## config.mk

```make
export PLATFORM = sky130hd
export DESIGN_NAME = nss_supervisor
export DESIGN_NICKNAME = d
export VERILOG_FILES = /design/src/nss_pkg.sv /design/src/nss_cid_mem.sv /design/src/nss_supervisor.sv
export VERILOG_INCLUDE_DIRS = /design/src
export SDC_FILE = /design/constraint.sdc
export NUM_CORES = 1
export LEC_CHECK = 0
export ABC_AREA = 1
export BUFFER_PORTS_ARGS = -buffer_cell sky130_fd_sc_hd__buf_4
export CAP_MARGIN = 20
export CELL_PAD_IN_SITES_DETAIL_PLACEMENT = 0
export CELL_PAD_IN_SITES_GLOBAL_PLACEMENT = 2
export CORE_MARGIN = 3
export CORE_UTILIZATION = 44
export DETAILED_ROUTE_END_ITERATION = 8
export PLACE_DENSITY_LB_ADDON = 0.05
export SLEW_MARGIN = 20
export SYNTH_ARGS = -nofsm -noshare
export SYNTH_HDL_FRONTEND = slang
export SYNTH_HIERARCHICAL = 1
export SYNTH_SLANG_ARGS = --single-unit
```

## constraint.sdc

```tcl
create_clock -name clock -period 3.25 [get_ports clock]
set_clock_uncertainty 0.2 [all_clocks]
set_input_delay 0.1625 -clock clock [delete_from_list [all_inputs] [get_ports clock]]
set_output_delay 0.1625 -clock clock [all_outputs]
set_load 0.05 [all_outputs]
```

## src/nss_defines.svh

```systemverilog
// register offsets, field positions, reset values and timing counts
`ifndef NSS_DEFINES_SVH
`define NSS_DEFINES_SVH
`define NSS_OFF_STATUS    12'h000
`define NSS_OFF_CONTROL   12'h004
`define NSS_OFF_TIMEOUT   12'h008
`define NSS_OFF_STATE     12'h00C
`define NSS_OFF_IRQ_STAT  12'h010
`define NSS_OFF_IRQ_MASK  12'h014
`define NSS_OFF_CID_LEN   12'h018
`define NSS_OFF_CID_DATA  12'h01C
`define NSS_OFF_CID_PTR   12'h020
`define NSS_BIT_LINK      0
`define NSS_BIT_IP        1
`define NSS_BIT_PORT1     3
`define NSS_BIT_PORT2     4
`define NSS_CTL_ACD       0
`define NSS_CTL_SRC_LO    1
`define NSS_CTL_SRC_HI    2
`define NSS_CTL_RESET     32'h0000_0001
`define NSS_CID_MAX       64
`define NSS_TICK_US       1
`define NSS_CLK_MHZ       50
`define NSS_TICK_CYCLES   (`NSS_TICK_US * `NSS_CLK_MHZ)
`endif

```

## src/nss_pkg.sv

```systemverilog
// types shared by the network state supervisor
package nss_pkg;
  typedef enum logic [2:0] {
    NSS_WAIT_PROCESS,
    NSS_PROCESS_ACTIVE,
    NSS_ERROR,
    NSS_IDLE,
    NSS_EXCEPTION
  } nss_state_e;
  typedef enum logic [1:0] {
    NSS_CID_OFF,
    NSS_CID_STATION,
    NSS_CID_HOSTNAME,
    NSS_CID_GENERIC
  } nss_cid_src_e;
  typedef struct packed {
    logic link_port1;
    logic link_port2;
    logic ip_assigned_flag;
    logic ip_conflict;
    logic modbus_request;
    logic idle_write;
    logic idle_enter;
    logic watchdog_timeout;
  } nss_events_s;
endpackage : nss_pkg

```

## src/nss_cid_mem.sv

```systemverilog
// client identifier byte store with registered read data
`timescale 1ns/1ps
`default_nettype none
module nss_cid_mem #(
  parameter int DEPTH = 64
) (
  // clock
  input  wire logic                     clock,
  input  wire logic                     ce,
  // write port
  input  wire logic                     wr_en,
  input  wire logic [$clog2(DEPTH)-1:0] wr_addr,
  input  wire logic [7:0]               wr_data,
  // read port
  input  wire logic [$clog2(DEPTH)-1:0] rd_addr,
  output var  logic [7:0]               rd_data
);
  logic [7:0] mem [DEPTH];
  always_ff @(posedge clock) begin
    if (ce && wr_en) begin
      mem[wr_addr] <= wr_data;
    end
  end
  always_ff @(posedge clock) begin
    if (ce) begin
      rd_data <= mem[rd_addr];
    end
  end
endmodule : nss_cid_mem
`default_nettype wire

```

## src/nss_supervisor.sv

```systemverilog
// network state supervisor with apb register file
// How it works
// status bit 0 high when any ethernet port senses link
// status bit 1 high while an ip address is established
// readers must ignore reserved bits 2 and 5 to 15
// status bit 3 mirrors link state of port one
// status bit 4 mirrors link state of port two
// identifier source 0 off (default), 1 station, 2 host name, 3 string
// generic string is type plus identifier, at most 64 octets
// with source 2 the generic string is ignored
// configuring party keeps the identifier unique in its domain
// supervised flag only in process active with nonzero timeout
// waiting moves to process active on a modbus request
// process active returns to waiting when timeout expires without request
// ip conflict enters error only if conflict detection on (default on)
// idle entered and exited only by write to idle register 1004h; ip conflict also leaves idle for error, watchdog for exception
// in exception every modbus request is discarded
// watchdog timeout stops network participation and enters exception
// after reset all status bits and supervised flag are clear
`timescale 1ns/1ps
`default_nettype none
`include "nss_defines.svh"
module nss_supervisor
  import nss_pkg::*;
#(
  parameter int CID_DEPTH   = `NSS_CID_MAX,
  parameter int TICK_CYCLES = `NSS_TICK_CYCLES
) (
  // clock and reset
  input  wire logic        clock,
  input  wire logic        reset_n,
  input  wire logic        ce,
  // apb slave
  input  wire logic        psel,
  input  wire logic        penable,
  input  wire logic        pwrite,
  input  wire logic [11:0] paddr,
  input  wire logic [31:0] pwdata,
  output logic             pready,
  output logic             pslverr,
  output var  logic [31:0] prdata,
  // network events
  input  wire nss_events_s events,
  // status outputs
  output var  logic [15:0] network_status_bits,
  output var  logic        supervised,
  output var  logic        network_enable,
  output var  logic        request_accept,
  output var  logic [1:0]  cid_source,
  output logic             irq
);
  localparam int AW = $clog2(CID_DEPTH);

  nss_state_e  state;
  nss_state_e  next_state;
  logic [31:0] control;
  logic [15:0] timeout_ms;
  logic [31:0] tmo_count;
  logic [31:0] tick_count;
  logic [4:0]  irq_stat;
  logic [4:0]  irq_mask;
  logic [6:0]  cid_len;
  logic [AW-1:0] cid_ptr;
  logic [7:0]  cid_rd;
  logic        acd_en;
  logic        wr;
  logic        rd;
  logic        tick;
  logic        expired;
  logic        mapped;
  logic [4:0]  ev;
  nss_cid_src_e src;

  assign pready  = 1'b1;
  assign wr      = psel && penable && pwrite;
  assign rd      = psel && penable && !pwrite;
  assign acd_en  = control[`NSS_CTL_ACD];
  assign src     = nss_cid_src_e'(control[`NSS_CTL_SRC_HI:`NSS_CTL_SRC_LO]);
  assign pslverr = psel && penable && !mapped;
  assign irq     = |(irq_stat & irq_mask);

  // address decode; an unmapped word answers with an error and reads zero
  always_comb begin
    mapped = 1'b0;
    if (paddr == `NSS_OFF_STATUS) begin
      mapped = 1'b1;
    end else if (paddr == `NSS_OFF_CONTROL) begin
      mapped = 1'b1;
    end else if (paddr == `NSS_OFF_TIMEOUT) begin
      mapped = 1'b1;
    end else if (paddr == `NSS_OFF_STATE) begin
      mapped = 1'b1;
    end else if (paddr == `NSS_OFF_IRQ_STAT) begin
      mapped = 1'b1;
    end else if (paddr == `NSS_OFF_IRQ_MASK) begin
      mapped = 1'b1;
    end else if (paddr == `NSS_OFF_CID_LEN) begin
      mapped = 1'b1;
    end else if (paddr == `NSS_OFF_CID_DATA) begin
      mapped = 1'b1;
    end else if (paddr == `NSS_OFF_CID_PTR) begin
      mapped = 1'b1;
    end
  end

  // status reflects link and address inputs, reserved bits read zero
  always_ff @(posedge clock) begin
    if (!reset_n) begin
      network_status_bits <= 16'h0000;
    end else if (ce) begin
      network_status_bits <= 16'h0000;
      network_status_bits[`NSS_BIT_LINK]  <= events.link_port1 | events.link_port2;
      network_status_bits[`NSS_BIT_IP]    <= events.ip_assigned_flag;
      network_status_bits[`NSS_BIT_PORT1] <= events.link_port1;
      network_status_bits[`NSS_BIT_PORT2] <= events.link_port2;
    end
  end

  // control register: conflict detection on, source off after reset
  always_ff @(posedge clock) begin
    if (!reset_n) begin
      control    <= `NSS_CTL_RESET;
      timeout_ms <= 16'h0000;
      irq_mask   <= 5'h00;
    end else if (ce && wr) begin
      if (paddr == `NSS_OFF_CONTROL) begin
        control <= {29'h0, pwdata[2:0]};
      end else if (paddr == `NSS_OFF_TIMEOUT) begin
        timeout_ms <= pwdata[15:0];
      end else if (paddr == `NSS_OFF_IRQ_MASK) begin
        irq_mask <= pwdata[4:0];
      end
    end
  end

  // generic string store, length clamps at 64 octets and the data pointer wraps to byte 0
  always_ff @(posedge clock) begin
    if (!reset_n) begin
      cid_len <= 7'h00;
      cid_ptr <= '0;
    end else if (ce && wr) begin
      if (paddr == `NSS_OFF_CID_LEN) begin
        cid_len <= (pwdata[7:0] > 8'(CID_DEPTH)) ? 7'(CID_DEPTH) : pwdata[6:0];
      end else if (paddr == `NSS_OFF_CID_PTR) begin
        cid_ptr <= pwdata[AW-1:0];
      end else if (paddr == `NSS_OFF_CID_DATA) begin
        cid_ptr <= cid_ptr + 1'b1;
      end
    end else if (ce && rd && paddr == `NSS_OFF_CID_DATA) begin
      cid_ptr <= cid_ptr + 1'b1;
    end
  end

  nss_cid_mem #(.DEPTH(CID_DEPTH)) u_cid_mem (
    .clock   (clock),
    .ce      (ce),
    .wr_en   (wr && paddr == `NSS_OFF_CID_DATA),
    .wr_addr (cid_ptr),
    .wr_data (pwdata[7:0]),
    .rd_addr (cid_ptr),
    .rd_data (cid_rd)
  );

  // source 2 and 1 never consult the string; only 3 does
  always_ff @(posedge clock) begin
    if (!reset_n) begin
      cid_source <= 2'b00;
    end else if (ce) begin
      cid_source <= (src == NSS_CID_GENERIC && cid_len == 7'h00) ? 2'b00 : src;
    end
  end

  // millisecond tick restarts with every request so a timeout is never cut short
  assign tick = (tick_count == 32'(TICK_CYCLES * 1000 - 1));
  always_ff @(posedge clock) begin
    if (!reset_n) begin
      tick_count <= 32'h0;
    end else if (ce) begin
      if (state != NSS_PROCESS_ACTIVE || events.modbus_request || tick) begin
        tick_count <= 32'h0;
      end else begin
        tick_count <= tick_count + 32'h1;
      end
    end
  end

  assign expired = (timeout_ms != 16'h0000) && (tmo_count >= {16'h0, timeout_ms});
  always_ff @(posedge clock) begin
    if (!reset_n) begin
      tmo_count <= 32'h0;
    end else if (ce) begin
      if (state != NSS_PROCESS_ACTIVE || events.modbus_request) begin
        tmo_count <= 32'h0;
      end else if (tick) begin
        tmo_count <= tmo_count + 32'h1;
      end
    end
  end

  // state machine; watchdog has highest priority and exception is final
  always_comb begin
    next_state = state;
    case (state)
      NSS_WAIT_PROCESS: begin
        if (events.modbus_request) begin
          next_state = NSS_PROCESS_ACTIVE;
        end
      end
      NSS_PROCESS_ACTIVE: begin
        if (expired && !events.modbus_request) begin
          next_state = NSS_WAIT_PROCESS;
        end
      end
      NSS_IDLE: begin
        if (events.idle_write && !events.idle_enter) begin
          next_state = NSS_WAIT_PROCESS;
        end
      end
      default: next_state = state;
    endcase
    if (state != NSS_EXCEPTION && state != NSS_ERROR) begin
      if (events.idle_write && events.idle_enter) begin
        next_state = NSS_IDLE;
      end
      if (events.ip_conflict && acd_en) begin
        next_state = NSS_ERROR;
      end
    end
    if (events.watchdog_timeout) begin
      next_state = NSS_EXCEPTION;
    end
  end

  always_ff @(posedge clock) begin
    if (!reset_n) begin
      state <= NSS_WAIT_PROCESS;
    end else if (ce) begin
      state <= next_state;
    end
  end

  // outputs follow next_state so they change on the same edge as the state
  always_ff @(posedge clock) begin
    if (!reset_n) begin
      supervised     <= 1'b0;
      network_enable <= 1'b0;
      request_accept <= 1'b0;
    end else if (ce) begin
      supervised     <= (next_state == NSS_PROCESS_ACTIVE) && (timeout_ms != 16'h0000);
      network_enable <= (next_state != NSS_EXCEPTION);
      request_accept <= (next_state != NSS_EXCEPTION);
    end
  end

  // sticky events; a new event wins over the read that clears
  assign ev = {events.watchdog_timeout, events.ip_conflict && acd_en,
               state == NSS_PROCESS_ACTIVE && next_state == NSS_WAIT_PROCESS,
               events.modbus_request && state == NSS_WAIT_PROCESS,
               events.link_port1 ^ network_status_bits[`NSS_BIT_PORT1]};
  always_ff @(posedge clock) begin
    if (!reset_n) begin
      irq_stat <= 5'h00;
    end else if (ce) begin
      if (rd && paddr == `NSS_OFF_IRQ_STAT) begin
        // clear only what the read reported; prdata still holds it
        irq_stat <= (irq_stat & ~prdata[4:0]) | ev;
      end else begin
        irq_stat <= irq_stat | ev;
      end
    end
  end

  // read mux; cid data is the byte at the pointer from the registered store
  // limitation: a data read right after another sees the byte before the increment
  always_ff @(posedge clock) begin
    if (!reset_n) begin
      prdata <= 32'h0;
    end else if (ce && psel && !penable && !pwrite) begin
      if (paddr == `NSS_OFF_STATUS) begin
        prdata <= {16'h0, network_status_bits};
      end else if (paddr == `NSS_OFF_CONTROL) begin
        prdata <= control;
      end else if (paddr == `NSS_OFF_TIMEOUT) begin
        prdata <= {16'h0, timeout_ms};
      end else if (paddr == `NSS_OFF_STATE) begin
        prdata <= {28'h0, supervised, state};
      end else if (paddr == `NSS_OFF_IRQ_STAT) begin
        prdata <= {27'h0, irq_stat};
      end else if (paddr == `NSS_OFF_IRQ_MASK) begin
        prdata <= {27'h0, irq_mask};
      end else if (paddr == `NSS_OFF_CID_LEN) begin
        prdata <= {25'h0, cid_len};
      end else if (paddr == `NSS_OFF_CID_DATA) begin
        prdata <= {24'h0, cid_rd};
      end else if (paddr == `NSS_OFF_CID_PTR) begin
        prdata <= {{(32-AW){1'b0}}, cid_ptr};
      end else begin
        prdata <= 32'h0;
      end
    end
  end
endmodule : nss_supervisor
`default_nettype wire

```

# [Word-level counts from Yosys, hierarchy flattened]
# Memory sizes are Yosys's and may differ from the RTL's. A register that Yosys moved wholly into a read port is not among the register bits.
# Index checks and enable logic that the tools add are counted.
[word_totals] elab_cells=131 memories=1 ff_bits=149 mem_bits_rw=512
[classes] bitwise_logic=9 n_mux=39 eq_ne=19 addsub=3 magnitude_cmp=2 reduce_logical=44
[mem_list] name="u_cid_mem.mem" depth=64 word_bits=8 read_ports=1 rd_ports_with_merged_regs=1 wr=1 line_no="nss_cid_mem.sv:18" source="logic [7:0] mem [DEPTH];"
[ops] operator="2-to-1 mux 32 bit" n=3
[ops] operator="adder 32 x 1 -> 32 bit, second input constant" n=2
[ops] operator="== test 12 x 5 -> 1 bit, second input constant" n=4
[ops] operator="2-to-1 mux 16 bit" n=3
[ops] operator="2-to-1 mux 8 bit" n=5
[ops] operator="2-to-1 mux 6 bit" n=6
[ops] operator="== test 32 x 16 -> 1 bit, second input constant" n=1
[ops] operator=">= comparator 32 x 16 -> 1 bit" n=1
[ops] operator="== test 12 x 4 -> 1 bit, second input constant" n=2
[ops] operator="logical AND 1 bit" n=23
[ops] operator="2-to-1 mux 3 bit" n=7
[ops] operator="nonzero test 16 bit" n=1
[ops] operator="== test 12 x 3 -> 1 bit, second input constant" n=1
[ops] operator="== test 12 x 6 -> 1 bit, second input constant" n=1
[ops] operator="zero test 12 bit" n=1
[ops] operator="2-to-1 mux 1 bit" n=11
[ops] operator="bitwise AND 5 bit" n=2
[ops] operator="bitwise OR 5 bit" n=2
[ops] operator="case mux 3 bit (3 select lines)" n=1
[ops] operator="greater-than comparator 8 x 7 -> 1 bit, second input constant" n=1
[ops] operator="zero test 7 bit" n=1
[ops] operator="2-to-1 mux 7 bit" n=1
[ops] operator="adder 6 x 1 -> 6 bit, second input constant" n=1
[ops] operator="== test 3 x 1 -> 1 bit, second input constant" n=2
[ops] operator="other kinds (20)" n=33

# [Longest topological paths before layout]
# Gate-level depths: netlist of run 1.
[logic_depth] ltp_word=13 ltp_mapped=19

# [Hierarchy]
# Netlist of run 1, hierarchy kept.
[modules_own_cells] module="nss_cid_mem" n_inst=1 seq_area_each_um2=15615.0 cells_each=1803 area_each_um2=21329.2
[modules_own_cells] module="nss_supervisor" n_inst=1 seq_area_each_um2=2662.6 cells_each=1155 area_each_um2=7846.3

# [Worst setup path after synthesis of run 1]
# Ideal clock, no wire load.
[synth_path] path_kind="input to output" startpoint="in paddr[9]" endpoint="out pslverr" required_ns=2.887 setup_slack_ns=0.581 path_buffers=1 stages=7 arrival_time_ns=2.306 path_cell_list="inv_1 > nand3_1 > nor3_1 > nand2_1 > inv_1 > buf_4 > nor4_1"
[synth_between] elab_chain_cells=12 elab_cells_between_ends=20
[synth_lines] element="from (decl)" line_no="nss_supervisor.sv:37" source="input wire logic [11:0] paddr,"
[synth_lines] element="== test 12 x 6 -> 1 bit (no source line)"
[synth_lines] element="2-to-1 mux 1 bit" line_no="nss_supervisor.sv:101" source="end else if (paddr == `NSS_OFF_CID_PTR) begin"
[synth_lines] element="2-to-1 mux 1 bit" line_no="nss_supervisor.sv:99" source="end else if (paddr == `NSS_OFF_CID_DATA) begin"
[synth_lines] element="2-to-1 mux 1 bit" line_no="nss_supervisor.sv:97" source="end else if (paddr == `NSS_OFF_CID_LEN) begin"
[synth_lines] element="2-to-1 mux 1 bit" line_no="nss_supervisor.sv:95" source="end else if (paddr == `NSS_OFF_IRQ_MASK) begin"
[synth_lines] element="2-to-1 mux 1 bit" line_no="nss_supervisor.sv:93" source="end else if (paddr == `NSS_OFF_IRQ_STAT) begin"
[synth_lines] element="2-to-1 mux 1 bit" line_no="nss_supervisor.sv:91" source="end else if (paddr == `NSS_OFF_STATE) begin"
[synth_lines] element="2-to-1 mux 1 bit" line_no="nss_supervisor.sv:89" source="end else if (paddr == `NSS_OFF_TIMEOUT) begin"
[synth_lines] element="2-to-1 mux 1 bit" line_no="nss_supervisor.sv:87" source="end else if (paddr == `NSS_OFF_CONTROL) begin"
[synth_lines] element="2-to-1 mux 1 bit (*)" line_no="nss_supervisor.sv:85" source="if (paddr == `NSS_OFF_STATUS) begin"
[synth_lines] element="zero test 1 bit (*)" line_no="nss_supervisor.sv:79" source="assign pslverr = psel && penable && !mapped;"
[synth_lines] element="logical AND 1 bit (*)" line_no="nss_supervisor.sv:79"
[synth_lines] element="to (decl)" line_no="nss_supervisor.sv:40" source="output logic pslverr,"
# Every way passes the cells marked *; elsewhere a longest branch is shown, timed or not.

# [Worst setup path in the final report of run 1]
[layout_path] startpoint="in paddr[5]" endpoint="out pslverr"
# Same word-level chain as after synthesis.

==> results of run 1 <==
Yosys cell counts (6+ instances only):
cell | count | area, µm²
nor4_1 | 18 | 113
xor2_1 | 24 | 210
o211ai_1 | 6 | 45.0
o21a_1 | 6 | 45.0
o21ai_0 | 59 | 295
nor2_1 | 196 | 736
buf_6 | 29 | 327
buf_1 | 14 | 52.6
edfxtp_1 | 520 | 15600
buf_2 | 54 | 270
a21oi_1 | 104 | 521
buf_4 | 51 | 383
inv_2 | 7 | 26.3
nand4_1 | 35 | 219
inv_1 | 135 | 507
a211oi_1 | 9 | 67.6
xnor2_1 | 7 | 61.3
dfxtp_1 | 133 | 2660
nand3_1 | 507 | 2540
nor3_1 | 36 | 180
clkbuf_1 | 22 | 82.6
nand2_1 | 900 | 3380
ha_1 | 19 | 238
cells by family (layout without fill, tap and decap cells):
group           Yosys count  after routing  share of synthesized area [%]
compound gates          203            203                           3.94
xor+xnor                 31             31                          0.931
fa+ha+maj                19             19                          0.815
buf+inv                 318            529                           5.82
flops                   653            653                           62.6
other cells               2             29                         0.0257
simple gates           1732           1732                           25.8
metrics by stage:
step                power, µW  util, %  setup WS [ps]
floorplan                9460        -            581
CTS                     17900     51.8            159
finish                  17700     51.8            257
global route            18200     51.8           82.6
global placement         9680     47.3            422
detailed placement       9680     47.3            358
state kept, by name (all words and copies together), names as in the netlist, 4 cells and up:
register and cells:
cid_len 7, cid_ptr 6, irq_mask 5, irq_stat 5, network_status_bits 4, prdata 16, tick_count 32, timeout_ms 16
tmo_count 32, u_cid_mem/mem 512, u_cid_mem/rd_data 8
critical path, delay by kind of cell:
kind / cells / cell delay [ps]
buffers and inverters: 7 / 1840
AND/OR/NAND/NOR: 4 / 630
how the worst max path moves through the flow:
stage / slack (ps) / startpoint / to / cells after the start
6_report: 260 / paddr[5] / pslverr / 11
5_1_grt: 80 / paddr[5] / pslverr / 11
4_1_cts: 160 / paddr[5] / pslverr / 11
3_5_place_dp: 360 / paddr[11] / u_cid_mem/mem[3][1] / 12
3_3_place_gp: 420 / paddr[11] / u_cid_mem/mem[3][1] / 12
2_1_floorplan: 580 / paddr[9] / pslverr / 7
layout make-up:
class	count	area share (%)
Sequential cell	653	54.3
Multi-Input combinational cell	2014	27.6
Timing Repair Buffer	250	6.28
Clock buffer	91	5.90
Tap cell	855	3.17
Inverter	146	1.66
Clock inverter	42	1.12
metal layers:
| layer | vias up | part of all wire [%] | GRT usage [%] | wire length [µm] |
|---|---|---|---|---|
| met5 | - | 0 | 0 | 0 |
| met2 | 493 | 47 | 37.3 | 38200 |
| met3 | 117 | 4.5 | 2.93 | 3590 |
| li1 | 10500 | - | - | - |
| met1 | 10400 | 46 | 32.4 | 37100 |
| met4 | 0 | 2.2 | 5.74 | 1740 |
what timing repair did:
action | CTS | global route
endpoints found under the setup margin | 0 | 1
hold buffers | 55 | 1
hold endpoints to repair | 356 | 6
resized for setup | 0 | 1
power by group through the flow:
stage,combinational [µW],sequential [µW],clock (µW)
6_report,511,9040,8120
5_1_grt,551,9040,8660
4_1_cts,516,9040,8310
3_5_place_dp,466,9220,0
3_3_place_gp,461,9220,0
2_1_floorplan,226,9230,0
==> flow_summary.toml, run 1 <==
[outcome]
status = "finished, final reports clean"

[routing]
first_pass_iters = 7
ant_nets = 0
drc = 0
post_drt_wl_per_cell_um = 19.9
dr_total_vias = 21500
drt_iter0_drc = 1799
vias_per_cell = 5.30
drt-total-wl_um = 80600

[cells_and_area]
fill_cells = 5938
final_nets = 3216
multi_input_area_um2 = 9310
layout_commonest_cell = "nand2_1"
final_cells = 4051
regArea_um2 = 18300
layout-drive-gt1-share_pct = 11.0
diodes = 0
final_cell_mix = "nand2_1 (900), edfxtp_1 (520), nand3_1 (507), nor2_1 (196), buf_4 (186)"
area_growth_pct = 15.5
design_area_um2 = 33700

[pwr]
swShare_pct = 21.2
internal_power_uw = 13900
ir_worst_vdd_mv = 0.652
p_leak_uw = 0.0123
cellPowerDensity_nw_per_um2 = 524
p_sw_uw = 3750
seqPwrFrac_pct = 51.2
power.share.combinational_pct = 2.9
clock_power_share_pct = 46.0

[yosys]
ys_warn_count = 6
syn_area_per_cell_um2 = 9.86
synth_edf_count = 520
synth_area_um2 = 29200
yosysSeqAreaShare_pct = 62.6
ys_ff_latch = 653
syn-instance-count = 2958
synth.distinct_cells = 53
async_flop_share_pct = 0
ys.flop_type = "edfxtp_1"

[critical_path]
r2r_slack_ps = 410
reg2reg_depth = 14
endpoint_kind = "output port"
path_cells = "dlygate4sd3_1 -> buf_4 -> nor3_1 -> dlygate4sd3_1 -> buf_4 -> inv_1 -> nor2_1 -> inv_1 -> nand3_1 -> nor4_2 -> buf_4"
timing.rr.end = "supervised"
slowest_delay_ps = 550
r2r_start = "timeout_ms[15]"
slowest_stage = "dlygate4sd3_1"
path_class = "input pin to output port"
cp_max_fo = 5
cpMostUsedCell = "buf_4"
cp.required_ps = 2890
cp-start-kind = "input pin"
arrival_ps = 2630

[sta]
finalSetupTns_ps = 0
max_slew_margin_pct = 40.1
hold_viol_final = 0
finalCritPeriodShare_pct = 92.1
timing.final.crit_period_ps = 2990
maxSlewViolCount = 0
fmax_ghz = 0.334
setup_viol = 0
hold_ws_ps = 29.4
worst_pin_slew_ps = 898
grt_setup_unrepaired = "false"

[clock_network]
cts_buffers = 74
clk-insertion-delay-late_ps = 610
cts.htree.levels = 3
max-clock-path-buffers = 3
cts_root_buf = "clkbuf_16"
cts_setup_buffers = 0
cts_tree = "yes"
cts_sinks = 653
clk_pin_slew_worst_paths_ps = 60

[floorplanning]
rows = 93
die_w_um = 264
dieArea_um2 = 69400
start_util_pct = 44.9
die_h_um = 264
num_io_pins = 114
core_area_um2 = 65000

[global_routing]
overflow = 0
grt_pass1_wl_um = 123000
grt_max_degree = 155
first_global_vias = 20800
grt_usage_pct = 22.8
antenna_found_initial = 1

[min_path]
hold_path_depth = 8
min_from = "paddr[1]"
holdPathEnd = "prdata[7]"
hold_path_class = "input pin to flop"

[placement]
postPlaceCellArea_um2 = 30800
placedCellCount = 3862
io_buffers = 68
hpwl_um = 51200
gp_congestion = 0.844

[flow_run]
drv_cap = 0
No activity file was read; power rests on OpenSTA's default activity.
==> run 2: changes to the inputs <==
- ABC_AREA: 1 -> not set
- CORE_UTILIZATION: 44 -> 41
- SKIP_LAST_GASP: not set -> 1
- clock period: 3.25 -> 2.4 ns (I/O delays scaled with it)
==> run 2 against run 1 <==
The run now ends with setup timing left. Via count down 18%. Count of clock-buffer cells in the layout down 3. Combinational power up 58%. Critical path depth down 3. Setup slack worse by 450 ps. Clock power up 35%. First-iteration DRC count down 14%. Non-clock buffer count up 118. Sequential power up 35%. Area after synthesis down 5.6%. Cell area up 4.4%. Register-to-register slack worse by 610 ps.
==> flow_summary.toml, run 2 <==
[clock_network]
cts_buffers = 73
cts_tree = "yes"
cts_root_buf = "clkbuf_16"
cts.htree.levels = 3
clk-insertion-delay-late_ps = 610
max-clock-path-buffers = 3
cts_sinks = 653
clk_pin_slew_worst_paths_ps = 70

[yosys]
yosysTopAreaCellShare_pct = 56.7
async_flop_share_pct = 0
syn-instance-count = 1824
netlist_top_cells_area = "edfxtp_1 (57%), dfxtp_1 (9.7%), mux4_2 (8.5%)"
synth_edf_count = 520
ys_warn_count = 6
syn_area_per_cell_um2 = 15.1
yosys-top-cells-count = "edfxtp_1 (520), nor2_1 (147), dfxtp_1 (133)"
yosysSeqAreaShare_pct = 66.4
ys.flop_type = "edfxtp_1"
synth_most_common_cell = "edfxtp_1"
ys_ff_latch = 653
synth_top_area_cell = "edfxtp_1"
synth_area_um2 = 27500
synth.distinct_cells = 78

[flow_run]
drv_cap = 0

[placement]
hpwl_um = 53700
io_buffers = 68
gp_congestion = 0.817

[sta]
setup_viol = 61
fin_ws_ps = -197
grt_setup_unrepaired = "true"
max_slew_margin_pct = 39.4
maxSlewViolCount = 0
finalCritPeriodShare_pct = 108
fmax_ghz = 0.385
hold_viol_final = 0
worst_pin_slew_ps = 905
timing.final.crit_period_ps = 2600

[cells_and_area]
layout-drive-gt1-share_pct = 34.3
area_growth_pct = 27.8
max_flop_register = "u_cid_mem/mem"
reg.largest.list = "u_cid_mem/mem x512, tick_count x32, tmo_count x32"
final_nets = 2244
diodes = 0
fin_util_pct = 53.2
layout_commonest_cell = "edfxtp_1"
largest_reg_flops = 512
final_cell_mix = "edfxtp_1 (520), buf_4 (261), dfxtp_1 (121), mux4_2 (113), nand2_1 (103)"

[global_routing]
antenna_found_initial = 1
grt_usage_pct = 22.7
first_global_vias = 17500
overflow = 0
grt_pass1_wl_um = 118000
grt_max_degree = 55

[floorplanning]
die_h_um = 265
num_io_pins = 114
core_area_um2 = 66100
die_w_um = 265
start_util_pct = 41.7
rows = 94
dieArea_um2 = 70300

[critical_path]
slowest_stage = "mux4_2"
path_cells = "buf_16 -> buf_16 -> buf_12 -> buf_6 -> mux4_2 -> a22oi_2 -> nand3_2 -> and4_1"
cp.required_ps = 2560
path_class = "flop to flop"
cp-start-kind = "flop"
crit_family = "buffers and inverters"
cpMostUsedCell = "buf_16"
slowest_delay_ps = 540
endpoint_kind = "flop"
arrival_ps = 2750
cp_max_fo = 6
cp_num_buf_inv = 4

[routing]
drt_iter0_drc = 1549
dr_total_vias = 17600
ant_nets = 0
post_drt_wl_per_cell_um = 26.4
drc = 0
drt-total-wl_um = 81600
first_pass_iters = 6
vias_per_cell = 5.69

[pwr]
p_leak_uw = 0.0114
cellPowerDensity_nw_per_um2 = 683
ir_worst_vdd_mv = 0.556
finalPower_uw = 24000

[min_path]
hold_path_class = "input pin to flop"

[outcome]
status = "finished, violations left"
violations = "setup timing"
run 2: layout make-up:
class	count	area, µm²
fill	5431	30900
sequential	653	18300
multi-input combinational	1038	9630
timing repair buffer	368	3680
clock buffer	88	1920
tap	864	1080
clock inverter	47	435
inverter	33	124
run 2: per-layer routing:
layer	wire [µm]	track usage [%]
met4	1330	4.51
met5	0	0
met2	38200	35.9
met3	4390	3.73
met1	37700	33.5
run 2: what timing repair did:
| item | CTS | global route |
|---|---|---|
| endpoints found under the setup margin | 203 | 266 |
| endpoints found under the hold margin | 440 | 0 |
| setup buffers | 16 | 21 |
| pin swaps | 55 | 58 |
| resized for setup | 44 | 148 |
| hold buffers | 41 | 0 |
| gates cloned | 5 | 8 |
run 2: tightest hold or removal path, stage by stage:
cell and delay [ps]:
buf_4 80, buf_4 90, nor4_1 60, nand2_2 170, nor4_4 100, nand3_1 80
a21oi_1 60
run 2: cell families (layout without fill, tap and decap cells):
family                     count (synthesis)  count (layout)  synth area share (%)
buffers and inverters                    162             536                  3.22
adders and majority gates                 19              19                 0.863
and+or+nand+nor                          536             536                  10.1
muxes                                    167             167                  12.2
xor gates and xnor gates                  36              36                  1.15
other                                      2              29                0.0273
AOI/OAI and AO/OA                        249             251                  6.00
DFF                                      653             653                  66.4
run 2: stage by stage:
step / instance area (µm²) / hold slack [ps] / worst slack (ps) / instances / TNS (ps)
3_5_place_dp: 31000 / 169 / -644 / 2866 / -256990
6_report: 35200 / 29.1 / -197 / 3091 / -4350
3_3_place_gp: 31000 / 161 / -612 / 2866 / -243870
4_1_cts: 34200 / 0.335 / -127 / 3063 / -3910
2_1_floorplan: 28200 / 18.9 / -342 / 1851 / -131900
5_1_grt: 35200 / 38.6 / -212 / 3091 / -6390
run 2: report_power, final:
part           internal, µW  total, µW  leakage (µW)  switching, µW
logic                   233        806       0.00447            573
registers             12200      12200       0.00576           19.0
clock network          6340      11000       0.00115           4640
total                 18800      24000        0.0114           5230
run 2: final timing paths:
kind	slack [ps]	start	cells after the start	endpoint
setup / recovery	-200	cid_ptr[0]	8	u_cid_mem/rd_data[3]
hold / removal	30	paddr[8]	7	cid_len[2]
setup reg to reg	-200	cid_ptr[0]	8	u_cid_mem/rd_data[3]
hold reg to reg	280	cid_len[2]	2	cid_len[2]
==> run 3: changes to the inputs <==
- ABC_AREA: not set -> 1
- CORE_UTILIZATION: 41 -> 36
==> run 3 against run 2 <==
The flow now finishes without violations. Sequential share of layout area is 0.33 points higher. Count of clock-buffer cells in the layout is 4 higher. Via count is 24% higher. Non-clock buffer count fell by 43. Hold slack improved by 20 ps. Wire length rose by 10%. Utilization decreased by 9.4 points. Flip-flop and latch count is the same. Critical path type unchanged.
==> flow_summary.toml, run 3 (same netlist as run 1, synthesis figures left out) <==
[flow_run]
drv_cap = 0

[routing]
drc = 0
dr_total_vias = 21800
ant_nets = 0
first_pass_iters = 5
post_drt_wl_per_cell_um = 20.8
drt-total-wl_um = 90000
vias_per_cell = 5.04
drt_iter0_drc = 1519

[pwr]
swShare_pct = 21.7
p_sw_uw = 5350
p_leak_uw = 0.0129
clock_power_share_pct = 47.1
cellPowerDensity_nw_per_um2 = 705
internal_power_uw = 19300
seqPwrFrac_pct = 49.7
power.share.combinational_pct = 3.2
ir_worst_vdd_mv = 0.629

[placement]
hpwl_um = 60700
dp_slack_ps = -209
gp_congestion = 0.825
io_buffers = 68

[sta]
setup_viol = 0
finalCritPeriodShare_pct = 95.7
hold_viol_final = 0
grt_setup_unrepaired = "true"
fmax_ghz = 0.435
maxSlewViolCount = 0
fin_ws_ps = 102
timing.final.crit_period_ps = 2300
max_slew_margin_pct = 54.2
worst_pin_slew_ps = 686
finalSetupTns_ps = 0

[min_path]
hold_path_depth = 7
holdPathEnd = "prdata[2]"
hold_path_class = "input pin to flop"
min_from = "paddr[3]"

[critical_path]
endpoint_kind = "flop"
cp.required_ps = 2650
reg2reg_depth = 10
arrival_ps = 2550
path_class = "flop to flop"
cp-start-kind = "flop"
timing.rr.end = "u_cid_mem/rd_data[7]"
r2r_start = "cid_ptr[0]"
cp_max_fo = 40
r2r_slack_ps = 100

[floorplanning]
start_util_pct = 36.6
die_h_um = 291
dieArea_um2 = 84500
num_io_pins = 114
die_w_um = 291
core_area_um2 = 79600
rows = 103

[clock_network]
cts_tree = "yes"
clk-insertion-delay-late_ps = 620
clk_pin_slew_worst_paths_ps = 60
cts_sinks = 653
max-clock-path-buffers = 3
cts_root_buf = "clkbuf_16"
cts.htree.levels = 3
cts_buffers = 74

[global_routing]
grt_usage_pct = 21.1
overflow = 0
grt_max_degree = 78
grt_pass1_wl_um = 136000
first_global_vias = 22000
antenna_found_initial = 1

[cells_and_area]
reg.largest.list = "u_cid_mem/mem x512, tick_count x32, tmo_count x32"
layout_commonest_cell = "nand2_1"
layout-drive-gt1-share_pct = 14.1
area_growth_pct = 19.7
multi_input_area_um2 = 9390
diodes = 0
final_cell_mix = "nand2_1 (897), edfxtp_1 (520), nand3_1 (507), buf_4 (250), nor2_1 (193)"
regArea_um2 = 18300
fin_util_pct = 43.9
final_nets = 3291
largest_reg_flops = 512
max_flop_register = "u_cid_mem/mem"
fill_cells = 7724

[outcome]
status = "finished, final reports clean"
[run 3: cell types whose count changed in the layout (fill, tap and decap cells not counted), moves of 25 or more]
| cell | delta |
|---|---|
| nand3_1 | +450 |
| o21ai_0 | +27 |
| mux4_2 | -113 |
| mux2i_1 | -35 |
| a22oi_1 | -34 |
| nand2_1 | +794 |
| o211ai_1 | -25 |
| a21oi_1 | +42 |
| nor2_1 | +136 |
| nor2_4 | -83 |
| inv_1 | +99 |
[run 3: routing by layer]
layer,GRT usage [%],up-vias,part of all wire [%]
li1,-,10700,-
met1,30.4,10600,47
met2,34.3,434,47
met4,4.13,0,1.7
met5,0,-,0
met3,2.57,101,4.2
[run 3: power groups by stage]
stage,registers [µW],clock network (µW),logic (µW)
2_1_floorplan,12500,0,306
3_3_place_gp,12500,0,732
3_5_place_dp,12500,0,731
4_1_cts,12200,11900,796
5_1_grt,12200,12400,849
6_report,12200,11600,787
[run 3: worst max-delay path, cell delays in order (launching register included)]
cell,delay (ps)
dfxtp_4,390
inv_6,210
buf_12,250
nand2_1,100
nand3_1,110
nand3_1,100
nand2_1,150
nand2_1,80
nand3_1,140
nand3_1,210
nand2_1,190
[run 3: worst max path at each step]
stage               depth (start not counted)  slack (ps)           from              endpoint
floorplan                                   9         150       paddr[1]  u_cid_mem/mem[12][0]
global placement                           12        -210      paddr[11]  u_cid_mem/mem[56][3]
detailed placement                         12        -210      paddr[11]  u_cid_mem/mem[56][3]
CTS                                        11          80  tick_count[1]          tmo_count[4]
global route                               11         -70  tick_count[1]          tmo_count[7]
finish                                     10         100     cid_ptr[0]  u_cid_mem/rd_data[7]
[run 3: metrics by stage]
step | hold WS [ps] | instances | total power, µW | area, µm²
4_1_cts | 9.05 | 4325 | 25000 | 34800
5_1_grt | 103 | 4326 | 25500 | 34900
2_1_floorplan | 18.9 | 2985 | 12800 | 29300
3_5_place_dp | 158 | 4136 | 13200 | 31800
3_3_place_gp | 150 | 4136 | 13200 | 31800
6_report | 48.8 | 4326 | 24600 | 34900
[run 3: area by class of cell]
class,instances,area share [%]
well taps,1050,3.76
multi-input cells,2014,26.9
inverters,146,1.60
clock inverters,46,1.39
clock buffers,92,5.82
repair buffers,325,8.18
flip-flops and latches,653,52.4
[run 3: repair_timing]
item | in CTS | in global routing
setup buffers | 0 | 1
setup endpoints to repair | 0 | 28
resized for setup | 0 | 25
hold endpoints to repair | 386 | 0
hold buffers | 51 | 0
